**config.mk**
```make
export PLATFORM = sky130hd
export DESIGN_NAME = pad_router
export DESIGN_NICKNAME = d
export VERILOG_FILES = /design/src/pad_pkg.sv /design/src/pad_router.sv /design/src/pad_periph_dec.sv
export SDC_FILE = /design/constraint.sdc
export NUM_CORES = 1
export LEC_CHECK = 0
export ABC_AREA = 1
export BUFFER_PORTS_ARGS = -buffer_cell sky130_fd_sc_hd__clkbuf_2
export CAP_MARGIN = 15
export CORE_AREA = 2 2 481 483
export DETAILED_ROUTE_END_ITERATION = 8
export DIE_AREA = 0 0 483 485
export PLACE_DENSITY_LB_ADDON = 0.05
export SLEW_MARGIN = 40
export SYNTH_ARGS = -nofsm -noshare
export SYNTH_HDL_FRONTEND = slang
export SYNTH_SLANG_ARGS = --single-unit
```
**constraint.sdc**
```tcl
create_clock -name clk_sys_i -period 5.55 [get_ports clk_sys_i]
set_input_delay 0.2775 -clock clk_sys_i [delete_from_list [all_inputs] [get_ports clk_sys_i]]
set_output_delay 0.2775 -clock clk_sys_i [all_outputs]
set_load 0.01 [all_outputs]
```
**src/pad_pkg.sv**
```systemverilog
// Package of address map constants and types for the peripheral address decoder.
`default_nettype none
package pad_pkg;
  localparam int unsigned PAD_REQ_N      = 4;                // Protocol core, application core, two DMA ports.
  localparam int unsigned PAD_REQ_PROTO  = 0;
  localparam int unsigned PAD_REQ_APPL   = 1;
  localparam int unsigned PAD_SEL_W      = 41;               // One select line per peripheral unit.
  localparam logic [31:0] PAD_PERIPH_LO  = 32'h3ff0_0000;
  localparam logic [31:0] PAD_PERIPH_HI  = 32'h3ff7_ffff;
  localparam logic [31:0] PAD_PID_BASE   = 32'h3ff1_f000;
  localparam logic [31:0] PAD_PID_LAST   = 32'h3ff1_ffff;
  localparam logic [31:0] PAD_SDIO_A     = 32'h3ff4_b000;
  localparam logic [31:0] PAD_SDIO_B     = 32'h3ff5_5000;
  localparam logic [31:0] PAD_SDIO_C     = 32'h3ff5_8000;
  localparam logic [31:0] PAD_SRAM_LO    = 32'h3ffa_e000;
  localparam logic [31:0] PAD_SRAM_HI    = 32'h3fff_ffff;
  localparam logic [31:0] PAD_RTCF_LO    = 32'h3ff8_0000;
  localparam logic [31:0] PAD_RTCF_HI    = 32'h3ff8_1fff;
  localparam logic [31:0] PAD_RTCS_LO    = 32'h5000_0000;
  localparam logic [31:0] PAD_RTCS_HI    = 32'h5000_1fff;
  localparam int unsigned PAD_BANK_SHIFT = 15;               // 32K banks.
  localparam int unsigned PAD_BANK_W     = 4;
  localparam int unsigned PAD_BANK_N     = 16;
  localparam int unsigned PAD_SLOW_CYC   = 2;                // Extra cycles for RTC memory accesses.
  localparam logic [5:0]  PAD_SEL_PID_PROTO = 6'h06;         // Select index of the protocol core's unit.
  localparam logic [5:0]  PAD_SEL_PID_APPL  = 6'h07;         // Select index of the application core's unit.
  localparam logic [5:0]  PAD_SEL_NONE      = 6'h3f;         // Reserved hole marker.
  // Peripheral windows: base page (address bits 18:12), page count, select index.
  localparam int unsigned PAD_WIN_N = 40;
  localparam logic [6:0] PAD_WIN_PAGE [PAD_WIN_N] = '{
    7'h00, 7'h01, 7'h02, 7'h03, 7'h04, 7'h10, 7'h1f, 7'h40, 7'h42, 7'h43,
    7'h44, 7'h48, 7'h49, 7'h4b, 7'h4c, 7'h4f, 7'h50, 7'h53, 7'h54, 7'h55,
    7'h56, 7'h57, 7'h58, 7'h59, 7'h5a, 7'h5b, 7'h5e, 7'h5f, 7'h60, 7'h64,
    7'h65, 7'h66, 7'h67, 7'h68, 7'h69, 7'h6c, 7'h6d, 7'h6e, 7'h6f, 7'h70};
  localparam logic [2:0] PAD_WIN_CNT [PAD_WIN_N] = '{
    3'h1, 3'h1, 3'h1, 3'h1, 3'h1, 3'h4, 3'h1, 3'h1, 3'h1, 3'h1,
    3'h1, 3'h1, 3'h1, 3'h1, 3'h1, 3'h1, 3'h1, 3'h1, 3'h1, 3'h1,
    3'h1, 3'h1, 3'h1, 3'h1, 3'h1, 3'h1, 3'h1, 3'h1, 3'h1, 3'h1,
    3'h1, 3'h1, 3'h1, 3'h1, 3'h2, 3'h1, 3'h1, 3'h1, 3'h1, 3'h1};
  // The process-ID window (index 6) is replaced per core; the three SDIO parts share index 14.
  localparam logic [5:0] PAD_WIN_SEL [PAD_WIN_N] = '{
    6'h00, 6'h01, 6'h02, 6'h03, 6'h04, 6'h05, 6'h06, 6'h08, 6'h09, 6'h0a,
    6'h0b, 6'h0c, 6'h0d, 6'h0e, 6'h0f, 6'h10, 6'h11, 6'h12, 6'h13, 6'h0e,
    6'h14, 6'h15, 6'h0e, 6'h16, 6'h17, 6'h18, 6'h19, 6'h1a, 6'h1b, 6'h1c,
    6'h1d, 6'h1e, 6'h1f, 6'h20, 6'h21, 6'h22, 6'h23, 6'h24, 6'h25, 6'h26};
  localparam logic [5:0] PAD_SEL_RNG = 6'h27;                // Random generator at page 7'h75.
  localparam logic [6:0] PAD_RNG_PAGE = 7'h75;
  typedef enum logic [2:0] {
    PAD_TGT_NONE   = 3'h0,
    PAD_TGT_PERIPH = 3'h1,
    PAD_TGT_SRAM   = 3'h2,
    PAD_TGT_RTCF   = 3'h3,
    PAD_TGT_RTCS   = 3'h4
  } pad_tgt_t;
endpackage
`default_nettype wire

```
**src/pad_router.sv**
```systemverilog
// Address decoder and SRAM bank router for two cores and two DMA ports.
// Functional notes
// Forty-one peripheral units each get their region; the decode reaches only 40, select line 40 is never set.
// Peripheral decode identical for both cores.
// Process-ID window reaches only own core's unit.
// SDIO slave selected by three separate windows.
// Decode spans peripheral range; MAC 8K, MMU 16K.
// ROM and SRAM answer in one cycle.
// RTC memories and DMA may take extra cycles.
// SRAM split in 32K banks, arbitrated per bank.
// Different banks served concurrently at full rate.
// Bank conflict grants one, stalls the rest.
// Reserved holes select nothing, read zero.
`default_nettype none
module pad_router (
  input  wire logic        clk_sys_i,
  input  wire logic        rst_n_i,
  input  wire logic [3:0]  req_i,
  input  wire logic [3:0]  we_i,
  input  wire logic [127:0] addr_i,
  input  wire logic [127:0] wdata_i,
  input  wire logic [127:0] periph_rdata_i,
  input  wire logic [127:0] sram_rdata_i,
  input  wire logic [127:0] rtc_rdata_i,
  output logic      [3:0]  ready_o,
  output logic      [127:0] rdata_o,
  output logic      [163:0] periph_sel_o,
  output logic      [3:0]  sram_en_o,
  output logic      [15:0] sram_bank_o,
  output logic      [3:0]  rtc_en_o,
  output logic      [3:0]  wr_en_o,
  output logic      [127:0] wdata_o,
  output logic      [127:0] addr_o
);
  localparam int unsigned N = pad_pkg::PAD_REQ_N;

  logic [40:0]            psel     [N];
  logic [N-1:0]           phit;
  pad_pkg::pad_tgt_t      tgt      [N];
  logic [3:0]             bank     [N];
  logic [N-1:0]           grant;
  logic [N-1:0]           busy_reg;
  logic [1:0]             wait_reg [N];
  logic [1:0]             prio_reg;
  logic [N-1:0]           go;

  // Peripheral decoders; each knows which core it serves.
  for (genvar g = 0; g < N; g++) begin : g_dec
    pad_periph_dec #(
      .IS_APPL (g == pad_pkg::PAD_REQ_APPL)
    ) u_dec (
      .addr_i (addr_i[32*g +: 32]),
      .sel_o  (psel[g]),
      .hit_o  (phit[g])
    );
  end

  // Target class and SRAM bank of each request.
  always_comb begin
    logic [31:0] a;
    a = 32'h0;
    for (int r = 0; r < N; r++) begin
      a = addr_i[32*r +: 32];
      bank[r] = 4'(a >> pad_pkg::PAD_BANK_SHIFT);
      if (a >= pad_pkg::PAD_SRAM_LO && a <= pad_pkg::PAD_SRAM_HI) begin
        tgt[r] = pad_pkg::PAD_TGT_SRAM;
      end else if ((a >= pad_pkg::PAD_RTCF_LO && a <= pad_pkg::PAD_RTCF_HI) ||
                   (a >= pad_pkg::PAD_RTCS_LO && a <= pad_pkg::PAD_RTCS_HI)) begin
        tgt[r] = (a >= pad_pkg::PAD_RTCS_LO) ? pad_pkg::PAD_TGT_RTCS : pad_pkg::PAD_TGT_RTCF;
      end else if (phit[r]) begin
        tgt[r] = pad_pkg::PAD_TGT_PERIPH;
      end else begin
        tgt[r] = pad_pkg::PAD_TGT_NONE;
      end
    end
  end

  // Per-bank rotating-priority arbiter; a loser simply retries next cycle.
  always_comb begin
    logic [N-1:0] taken;
    int unsigned  r;
    r     = 0;
    taken = '0;
    grant = '0;
    for (int k = 0; k < N; k++) begin
      r = (int'(prio_reg) + k) % N;
      if (req_i[r] && !busy_reg[r] && tgt[r] == pad_pkg::PAD_TGT_SRAM) begin
        grant[r] = 1'b1;
        for (int q = 0; q < N; q++) begin
          if (taken[q] && bank[q] == bank[r]) begin
            grant[r] = 1'b0;
          end
        end
        taken[r] = grant[r];
      end
    end
  end

  // Which requests complete this cycle.
  always_comb begin
    for (int r = 0; r < N; r++) begin
      case (tgt[r])
        pad_pkg::PAD_TGT_SRAM:   go[r] = grant[r];
        pad_pkg::PAD_TGT_RTCF,
        pad_pkg::PAD_TGT_RTCS:   go[r] = busy_reg[r] && wait_reg[r] == 2'h0;
        default:                 go[r] = req_i[r] && !busy_reg[r];
      endcase
    end
  end

  // Slow-memory wait counters; the requester holds its request until ready.
  always_ff @(posedge clk_sys_i) begin
    for (int r = 0; r < N; r++) begin
      if (!rst_n_i) begin
        busy_reg[r] <= 1'b0;
        wait_reg[r] <= 2'h0;
      end else if (busy_reg[r]) begin
        if (wait_reg[r] == 2'h0) begin
          busy_reg[r] <= 1'b0;
        end else begin
          wait_reg[r] <= wait_reg[r] - 2'h1;
        end
      end else if (req_i[r] && (tgt[r] == pad_pkg::PAD_TGT_RTCF || tgt[r] == pad_pkg::PAD_TGT_RTCS)) begin
        busy_reg[r] <= 1'b1;
        wait_reg[r] <= 2'(pad_pkg::PAD_SLOW_CYC - 1);
      end
    end
  end

  // Rotate bank priority so no requester starves.
  always_ff @(posedge clk_sys_i) begin
    if (!rst_n_i) begin
      prio_reg <= 2'h0;
    end else if (|grant) begin
      prio_reg <= prio_reg + 2'h1;
    end
  end

  // Peripheral selects pulse only in the cycle that completes the access.
  // A request held high by its master strobes its unit again in every cycle that it stays high.
  always_ff @(posedge clk_sys_i) begin
    for (int r = 0; r < N; r++) begin
      if (!rst_n_i) begin
        periph_sel_o[41*r +: 41] <= '0;
      end else begin
        periph_sel_o[41*r +: 41] <= (go[r] && tgt[r] == pad_pkg::PAD_TGT_PERIPH) ? psel[r] : '0;
      end
    end
  end

  // SRAM grant and bank towards the bank array.
  always_ff @(posedge clk_sys_i) begin
    for (int r = 0; r < N; r++) begin
      if (!rst_n_i) begin
        sram_en_o[r]          <= 1'b0;
        sram_bank_o[4*r +: 4] <= 4'h0;
      end else begin
        sram_en_o[r]          <= grant[r];
        sram_bank_o[4*r +: 4] <= bank[r];
      end
    end
  end

  // RTC memory strobe, raised only once the slow wait has run out.
  always_ff @(posedge clk_sys_i) begin
    for (int r = 0; r < N; r++) begin
      if (!rst_n_i) begin
        rtc_en_o[r] <= 1'b0;
      end else begin
        rtc_en_o[r] <= go[r] && (tgt[r] == pad_pkg::PAD_TGT_RTCF || tgt[r] == pad_pkg::PAD_TGT_RTCS);
      end
    end
  end

  // Write strobe; a write into a hole is dropped here and nowhere else.
  always_ff @(posedge clk_sys_i) begin
    for (int r = 0; r < N; r++) begin
      if (!rst_n_i) begin
        wr_en_o[r] <= 1'b0;
      end else begin
        wr_en_o[r] <= go[r] && we_i[r] && tgt[r] != pad_pkg::PAD_TGT_NONE;
      end
    end
  end

  // Write data and address copies follow the bus every cycle.
  // The strobes above say when they mean anything; gating them would only cost muxes.
  always_ff @(posedge clk_sys_i) begin
    for (int r = 0; r < N; r++) begin
      if (!rst_n_i) begin
        wdata_o[32*r +: 32] <= 32'h0;
        addr_o[32*r +: 32]  <= 32'h0;
      end else begin
        wdata_o[32*r +: 32] <= wdata_i[32*r +: 32];
        addr_o[32*r +: 32]  <= addr_i[32*r +: 32];
      end
    end
  end

  // Completion pulse, one for each finished access.
  always_ff @(posedge clk_sys_i) begin
    for (int r = 0; r < N; r++) begin
      if (!rst_n_i) begin
        ready_o[r] <= 1'b0;
      end else begin
        ready_o[r] <= go[r];
      end
    end
  end

  // Read data, taken by the target class of the access; holes answer zero.
  always_ff @(posedge clk_sys_i) begin
    for (int r = 0; r < N; r++) begin
      if (!rst_n_i) begin
        rdata_o[32*r +: 32] <= 32'h0;
      end else begin
        case (tgt[r])
          pad_pkg::PAD_TGT_SRAM:   rdata_o[32*r +: 32] <= sram_rdata_i[32*r +: 32];
          pad_pkg::PAD_TGT_PERIPH: rdata_o[32*r +: 32] <= periph_rdata_i[32*r +: 32];
          pad_pkg::PAD_TGT_RTCF,
          pad_pkg::PAD_TGT_RTCS:   rdata_o[32*r +: 32] <= rtc_rdata_i[32*r +: 32];
          default:                 rdata_o[32*r +: 32] <= 32'h0;
        endcase
      end
    end
  end
endmodule
`default_nettype wire

```
**src/pad_periph_dec.sv**
```systemverilog
// Peripheral window decoder for one requester: address to one-hot unit select.
`default_nettype none
module pad_periph_dec #(
  parameter logic IS_APPL = 1'b0
) (
  input  wire logic [31:0] addr_i,
  output logic      [40:0] sel_o,
  output logic             hit_o
);
  logic [6:0] page;
  logic [5:0] idx;
  logic       in_range;

  // Window search; a reserved hole leaves the index at the none marker.
  always_comb begin
    page     = addr_i[18:12];
    in_range = (addr_i >= pad_pkg::PAD_PERIPH_LO) && (addr_i <= pad_pkg::PAD_PERIPH_HI);
    idx      = pad_pkg::PAD_SEL_NONE;
    for (int w = 0; w < pad_pkg::PAD_WIN_N; w++) begin
      if (page >= pad_pkg::PAD_WIN_PAGE[w] &&
          page < 7'(pad_pkg::PAD_WIN_PAGE[w] + 7'(pad_pkg::PAD_WIN_CNT[w]))) begin
        idx = pad_pkg::PAD_WIN_SEL[w];
      end
    end
    if (page == pad_pkg::PAD_RNG_PAGE) begin
      idx = pad_pkg::PAD_SEL_RNG;
    end
    // Only the own core's process-ID unit is reachable from this port.
    if (idx == pad_pkg::PAD_SEL_PID_PROTO && IS_APPL) begin
      idx = pad_pkg::PAD_SEL_PID_APPL;
    end
    if (!in_range) begin
      idx = pad_pkg::PAD_SEL_NONE;
    end
    sel_o = '0;
    hit_o = 1'b0;
    if (idx != pad_pkg::PAD_SEL_NONE) begin
      sel_o[idx] = 1'b1;
      hit_o      = 1'b1;
    end
  end
endmodule
`default_nettype wire

```
==> summary.txt, run 1 <==
Synth
  – Synth Instances: 3689
  – Yosys top cell area share: 43.5%
  – Most frequent cell after synthesis: nand2_1
  – Top_reg_cell synth: dfxtp_1
  – Commonest cells post-synth: nand2_1 (1018), dfxtp_1 (570), inv_1 (499)
  – Area leader, netlist: dfxtp_1
  – Synth warn: 0
  – Average size of a mapped cell: 7.12 um^2
  – Top cells by area, synth: dfxtp_1 (43%), nand2_1 (15%), inv_1 (7.1%), nor2_1 (6.6%), nand3_1 (2.8%)
  – Sequential-to-total area share from yosys stat: 44.4%
  – EDFF count, synth: 8
  – Post-synth cell types: 62
  – Count of state elements after synthesis: 578
  – Synth async-reset ratio: 0%
  – Synthesized area: 26300 um^2

Pwr
  – Pwr dens: 293 nW/um^2
  – Clock Power Share: 41.7%
  – Sw Share: 34.3%
  – Switching power: 4540 uW
  – Internal power: 8710 uW
  – Combinational power share: 25.3%
  – Worst IR Drop VDD: 216 uV
  – LEAKAGE: 0.0229 uW
  – Sequential share of power: 33.0%

Timing
  – Max-slew violations: 0
  – Max-Slew Margin vs Limit: 44.5%
  – Clock skew: 0.0319 ns
  – Clock period minus worst slack: 5.08 ns
  – Achievable clock frequency: 197 MHz
  – Fin. Hold Viols: 0
  – Setup violations, final: 0
  – Setup tns final: 0 ns
  – RSZ-0062 raised after global routing: false
  – Period utilisation layout: 91.5%
  – Worst Tran Pin Value: 0.831 ns

Setup path
  – Setup crit start kind: flip-flop
  – Nature of the critical path endpoint: flip-flop
  – CP Max Fanout: 8
  – Slowest CP cell: ha_1
  – Worst EP required: 6.13 ns
  – CP most frequent cell: nand2_1
  – Arr. time, crit path: 5.66 ns
  – CP peak stage delay: 0.45 ns
  – WS Path Type: reg -> reg

Clock tree
  – Clk Latency, worst-skew pair: 0.73 ns
  – CTS tree: yes
  – CTS Buffer Depth: 3
  – Root buf cell: clkbuf_16
  – Num CTS Buffers: 83
  – Htree depth: 3
  – Clk slew on worst S/H paths: 0.06 ns
  – CTS Sinks: 578

GRT
  – Initial antenna violation count: 61
  – Pin count of the biggest net entering global routing: 70
  – Vias in the first global route: 32.6k
  – GRT Overall Usage: 16.1%
  – First-pass GRT wire length: 267000 um
  – Total gr overflow: 0

Detailed routing
  – Via density: 3.62
  – Drt pass-1 iters: 5
  – Final wirelength: 195000 um
  – Routed Antenna Nets: 0
  – Via Count: 31.5k
  – WL per Instance: 22.5 um
  – DRC: 0
  – Starting DRC count in detailed routing: 1562

Finish
  – Reg with most FFs: periph_sel_o
  – Share of cells above drive strength 1: 29.9%
  – Biggest regs: periph_sel_o x164, rdata_o x128, wdata_o x128
  – Nets: 6237
  – FF/Latch Area: 11700 um^2
  – Fillcell total: 26.3k
  – Largest register FFs: 164
  – Post-Layout Inst Area: 45200 um^2
  – P&R area growth vs syn: 72.2%
  – Multi-input gate area: 11900 um^2

Die
  – # IOs: 1230
  – Width of the die: 483 um
  – Initial Util: 11.5%
  – Row cnt: 176
  – Die span in y: 485 um
  – Full die area: 234000 um^2
  – Core area: 229000 um^2

Flow run
  – MaxCap Viol Count: 0

Worst hold path
  – Worst min path class: in -> reg

Placement
  – Area post-placement: 36800 um^2
  – HPWL Detailed: 163000 um
  – Final Wtd Congestion: 0.880
  – PortBufs: 1229

Status
  – Status: complete, no violations
## placed cells by master (no fill, tap or decap), drive strengths merged, types with 4 or more instances in the layout
master       count
conb             8
clkinv          18
diode           25
a21oi          120
inv            542
or2              5
nor2           496
o211ai          11
and2             4
and3             5
a22oi           96
edfxtp           8
o21ai          132
nor4            40
clkinvlp         5
nor3            56
nand4           92
clkbuf        1350
o31ai            6
o221ai           5
xor2            43
nand3          162
dfxtp          570
o2111ai          5
a31oi           36
nand3b          10
dlygate4sd3    554
nand2         1053
buf            163
ha              12
## power groups by stage
| stage | registers (uW) | logic [uW] | clock network, uW |
|---|---|---|---|
| after CTS | 4380 | 3380 | 5820 |
| after detailed placement | 4470 | 3060 | 0 |
| final | 4380 | 3350 | 5520 |
| after floorplan | 4500 | 1450 | 0 |
| after global placement | 4470 | 3140 | 0 |
| after global routing | 4390 | 3690 | 5940 |
## routing by layer
| layer | GRT usage (%) | share of wire [%] | up-vias |
|---|---|---|---|
| met5 | 0 | 0.085 | - |
| met4 | 3.81 | 2.0 | 24 |
| met3 | 4.07 | 6.4 | 196 |
| met2 | 26.9 | 47 | 976 |
| met1 | 20.8 | 45 | 14800 |
| li1 | - | - | 15500 |
## worst max-delay path, delay by kind of cell, from the launching register on
kind / cells / cell delay (ns)
compound gates: 1 / 0.10
xor+xnor: 1 / 0.26
fa+ha+maj: 1 / 0.45
buf+inv: 5 / 0.69
flops: 1 / 0.35
simple gates: 26 / 3.05
## logic make-up after synthesis
group	after synthesis	share of synthesized area, %
AND/OR/NAND/NOR	1929	33.0
buffers and inverters	694	10.6
flip-flops	578	44.4
AO/OA/AOI/OAI	431	9.93
XOR/XNOR	43	1.43
adder cells (fa/ha/maj)	12	0.572
other	1	0.0143
multiplexers	1	0.0381
## stage by stage
stage                     total power (uW)  hold WS (ns)  util, %  instances  worst slack, ns
final                                13300        0.0926     19.7       8688            0.472
after global routing                 14000        0.0863     19.7       8677           0.0143
after floorplan                       5960         0.371        -       3696            0.873
after global placement                7610         0.460     16.1       7960           0.0111
after detailed placement              7530         0.463     16.1       7960            0.149
after CTS                            13600       0.00649     19.7       8661            0.235
## cell type report
class,instances,share of cell area (%)
Clock buffer,124,5.43
Tap cell,3026,8.37
Sequential cell,578,25.8
Clock inverter,23,0.708
Multi-Input combinational cell,2424,26.3
Inverter,545,4.56
Timing Repair Buffer,1943,28.7
Antenna cell,25,0.138
## final timing paths
path                                      from        endpoint  slack (ns)  cells past startpoint
worst min-delay path                  req_i[1]     busy_reg[1]        0.09                      5
worst max-delay path               prio_reg[0]     rtc_en_o[3]        0.47                     34
worst min register to register  wait_reg[0][0]  wait_reg[0][0]        0.60                      1
worst max register to register     prio_reg[0]     rtc_en_o[3]        0.47                     34
## repair_timing
| item | CTS | global route |
|---|---|---|
| hold buffers | 554 | 0 |
| gates resized for setup | 0 | 12 |
| setup buffers | 0 | 2 |
| endpoints found under the setup margin | 0 | 170 |
| endpoints found under the hold margin | 384 | 0 |
Note: power is estimated with default switching activity, not from simulation.
==> run 2, diff against run 1 <==
--- a/config.mk
+++ b/config.mk
@@ -9,6 +9,7 @@
 export BUFFER_PORTS_ARGS = -buffer_cell sky130_fd_sc_hd__clkbuf_2
 export CAP_MARGIN = 15
 export CORE_AREA = 2 2 481 483
+export CTS_BUF_LIST = sky130_fd_sc_hd__clkbuf_16
 export DETAILED_ROUTE_END_ITERATION = 8
 export DIE_AREA = 0 0 483 485
 export PLACE_DENSITY_LB_ADDON = 0.05
==> run 2 against run 1 <==
  * Sequential cell count is the same
  * Worst hold slack gained 0.00066 ns
  * Utilization shrank 0.080 points
  * Sequential share of layout area grew 0.10 points
  * Clock skew is essentially flat
  * Maximum frequency shrank 0.11%
  * Setup slack lost 0.0054 ns
  * Clock power shrank 5.3%
  * Non-clock buffer count is the same
  * First-iteration DRC count grew 3.7%
  * Critical path depth is the same
==> summary.txt, run 2 (synthesized netlist as in run 1, its figures left out) <==
Detailed routing
  – Routed Antenna Nets: 0 (unchanged)
  – Starting DRC count in detailed routing: 1620 (+3.7%)
  – Via Count: 31.5k (+0.24%)
  – Via density: 3.63 (+0.25%)
  – Final wirelength: 195000 um (about the same)
  – WL per Instance: 22.5 um (about the same)
  – Drt pass-1 iters: 5 (unchanged)
  – DRC: 0 (unchanged)

Timing
  – Max-Slew Margin vs Limit: 46.3% (+1.8 points)
  – RSZ-0062 raised after global routing: false
  – Max-slew violations: 0 (unchanged)
  – Fin. Hold Viols: 0 (unchanged)
  – Worst Tran Pin Value: 0.805 ns (-0.0265 ns)
  – Setup tns final: 0 ns (unchanged)
  – Clock skew: 0.0314 ns (-0.000452 ns)
  – Period utilisation layout: 91.6% (+0.097 points)
  – Achievable clock frequency: 197 MHz (-0.11%)
  – Setup violations, final: 0 (unchanged)
  – Clock period minus worst slack: 5.08 ns (+0.00537 ns)

Setup path
  – Critical path depth in cells: 34 (unchanged)
  – CP Launch Point: prio_reg[0]
  – Setup crit start kind: flip-flop
  – Worst EP required: 6.13 ns (about the same)
  – Worst r2r src: prio_reg[0]
  – Crit path capture: rtc_en_o[3]
  – CP Max Fanout: 8 (unchanged)
  – Nature of the critical path endpoint: flip-flop
  – WS Path Type: reg -> reg
  – Reg2Reg Setup Slack: 0.47 ns (about the same)
  – CP most frequent cell: nand2_1
  – Arr. time, crit path: 5.66 ns (about the same)
  – R2r endpoint: rtc_en_o[3]
  – Buf/Inv on CP: 5 (unchanged)
  – Reg2Reg Depth: 34 (unchanged)
  – CP peak stage delay: 0.45 ns (about the same)
  – Top delay family on crit path: simple AND/OR/NAND/NOR gates
  – Slowest CP cell: ha_1

Clock tree
  – CTS Sinks: 578 (unchanged)
  – Clk slew on worst S/H paths: 0.06 ns (about the same)
  – Clk Latency, worst-skew pair: 0.73 ns (about the same)
  – Num CTS Buffers: 83 (unchanged)
  – Root buf cell: clkbuf_16
  – CTS Buffer Depth: 3 (unchanged)
  – CTS tree: yes
  – Htree depth: 3 (unchanged)

GRT
  – Vias in the first global route: 32.5k (-0.071%)
  – GRT Overall Usage: 16.1% (about the same)
  – First-pass GRT wire length: 267000 um (about the same)
  – Pin count of the biggest net entering global routing: 70 (unchanged)
  – Total gr overflow: 0 (unchanged)
  – Initial antenna violation count: 63 (+3.3%)

Pwr
  – Pwr dens: 288 nW/um^2 (-1.9%)
  – Worst IR Drop VDD: 216 uV (about the same)
  – LEAKAGE: 0.0229 uW (about the same)
  – Total power: 13000 uW (-2.3%)

Finish
  – Nets: 6237 (unchanged)
  – Commonest cells after routing, fill and taps aside: clkbuf_2 (1226), nand2_1 (1011), dfxtp_1 (569), dlygate4sd3_1 (554), inv_1 (520)
  – Share of cells above drive strength 1: 29.6% (-0.32 points)
  – Most common cell after layout, fill and taps aside: clkbuf_2
  – P&R area growth vs syn: 71.5%
  – Reg with most FFs: periph_sel_o
  – Largest register FFs: 164 (unchanged)
  – Biggest regs: periph_sel_o x164, rdata_o x128, wdata_o x128

Placement
  – Final Wtd Congestion: 0.880 (unchanged)
  – HPWL Detailed: 163000 um (unchanged)
  – PortBufs: 1229 (unchanged)

Die
  – Core area: 229000 um^2 (unchanged)
  – Initial Util: 11.5% (unchanged)
  – Width of the die: 483 um (unchanged)
  – Die span in y: 485 um (unchanged)
  – Full die area: 234000 um^2 (unchanged)
  – # IOs: 1230 (unchanged)
  – Row cnt: 176 (unchanged)

Status
  – Status: complete, no violations

Worst hold path
  – Worst min path class: in -> reg

Flow run
  – MaxCap Viol Count: 0 (unchanged)
-- run 2: final cells by class --
| cell class | instances | area, um^2 |
|---|---|---|
| clock inverter | 62 | 467 |
| inverter | 545 | 2060 |
| fill | 26300 | 184000 |
| tap | 3026 | 3790 |
| clock buffer | 85 | 2130 |
| multi-input combinational | 2424 | 11900 |
| sequential | 578 | 11700 |
| antenna | 24 | 60.1 |
| timing repair buffer | 1943 | 13000 |
-- run 2: worst min path at each step --
stage                            start           end  slack (ns)  cells past startpoint
after floorplan              addr_i[0]     addr_o[0]        0.37                      2
after global placement    wdata_i[112]  wdata_o[112]        0.46                      3
after detailed placement  wdata_i[109]  wdata_o[109]        0.46                      3
after CTS                     req_i[1]   busy_reg[1]       0.006                      5
after global routing           rst_n_i   addr_o[110]        0.09                      3
final                         req_i[1]   busy_reg[1]        0.09                      5
-- run 2: power by group --
group          switching [uW]  leakage (uW)  internal [uW]
clock network            2300       0.00133           2920
logic                    2150        0.0168           1200
registers                77.8       0.00475           4300
total                    4530        0.0229           8420
-- run 2: metrics by stage --
stage | util [%] | cell area, um^2 | cells | hold WS, ns | worst slack, ns
finish | 19.7 | 45000 | 8687 | 0.0933 | 0.466
global route | 19.7 | 45000 | 8677 | 0.0883 | 0.0146
CTS | 19.6 | 44900 | 8661 | 0.00649 | 0.235
detailed placement | 16.1 | 36800 | 7960 | 0.463 | 0.149
global placement | 16.1 | 36800 | 7960 | 0.460 | 0.0111
floorplan | - | 26300 | 3696 | 0.371 | 0.873
-- run 2: what timing repair did --
item | CTS | global route
resized for setup | 0 | 12
endpoints found under the setup margin | 0 | 170
hold endpoints to repair | 384 | 0
buffers inserted | 0 | 2
hold buffers | 554 | 0
-- run 2: worst reg2reg max path, delay by kind of cell (launching register included) --
family | cells | cell delay, ns
flops | 1 | 0.35
compound gates | 1 | 0.10
buf+inv | 5 | 0.71
xor+xnor | 1 | 0.26
fa+ha+maj | 1 | 0.45
simple gates | 26 | 3.07
-- run 2: routing by layer --
metal,vias to the layer above,global-route usage [%],part of all wire [%]
li1,15500,-,-
met1,14800,20.7,45
met2,1054,26.9,47
met3,197,4.13,6.7
met4,24,3.83,2.0
met5,-,0,0.086
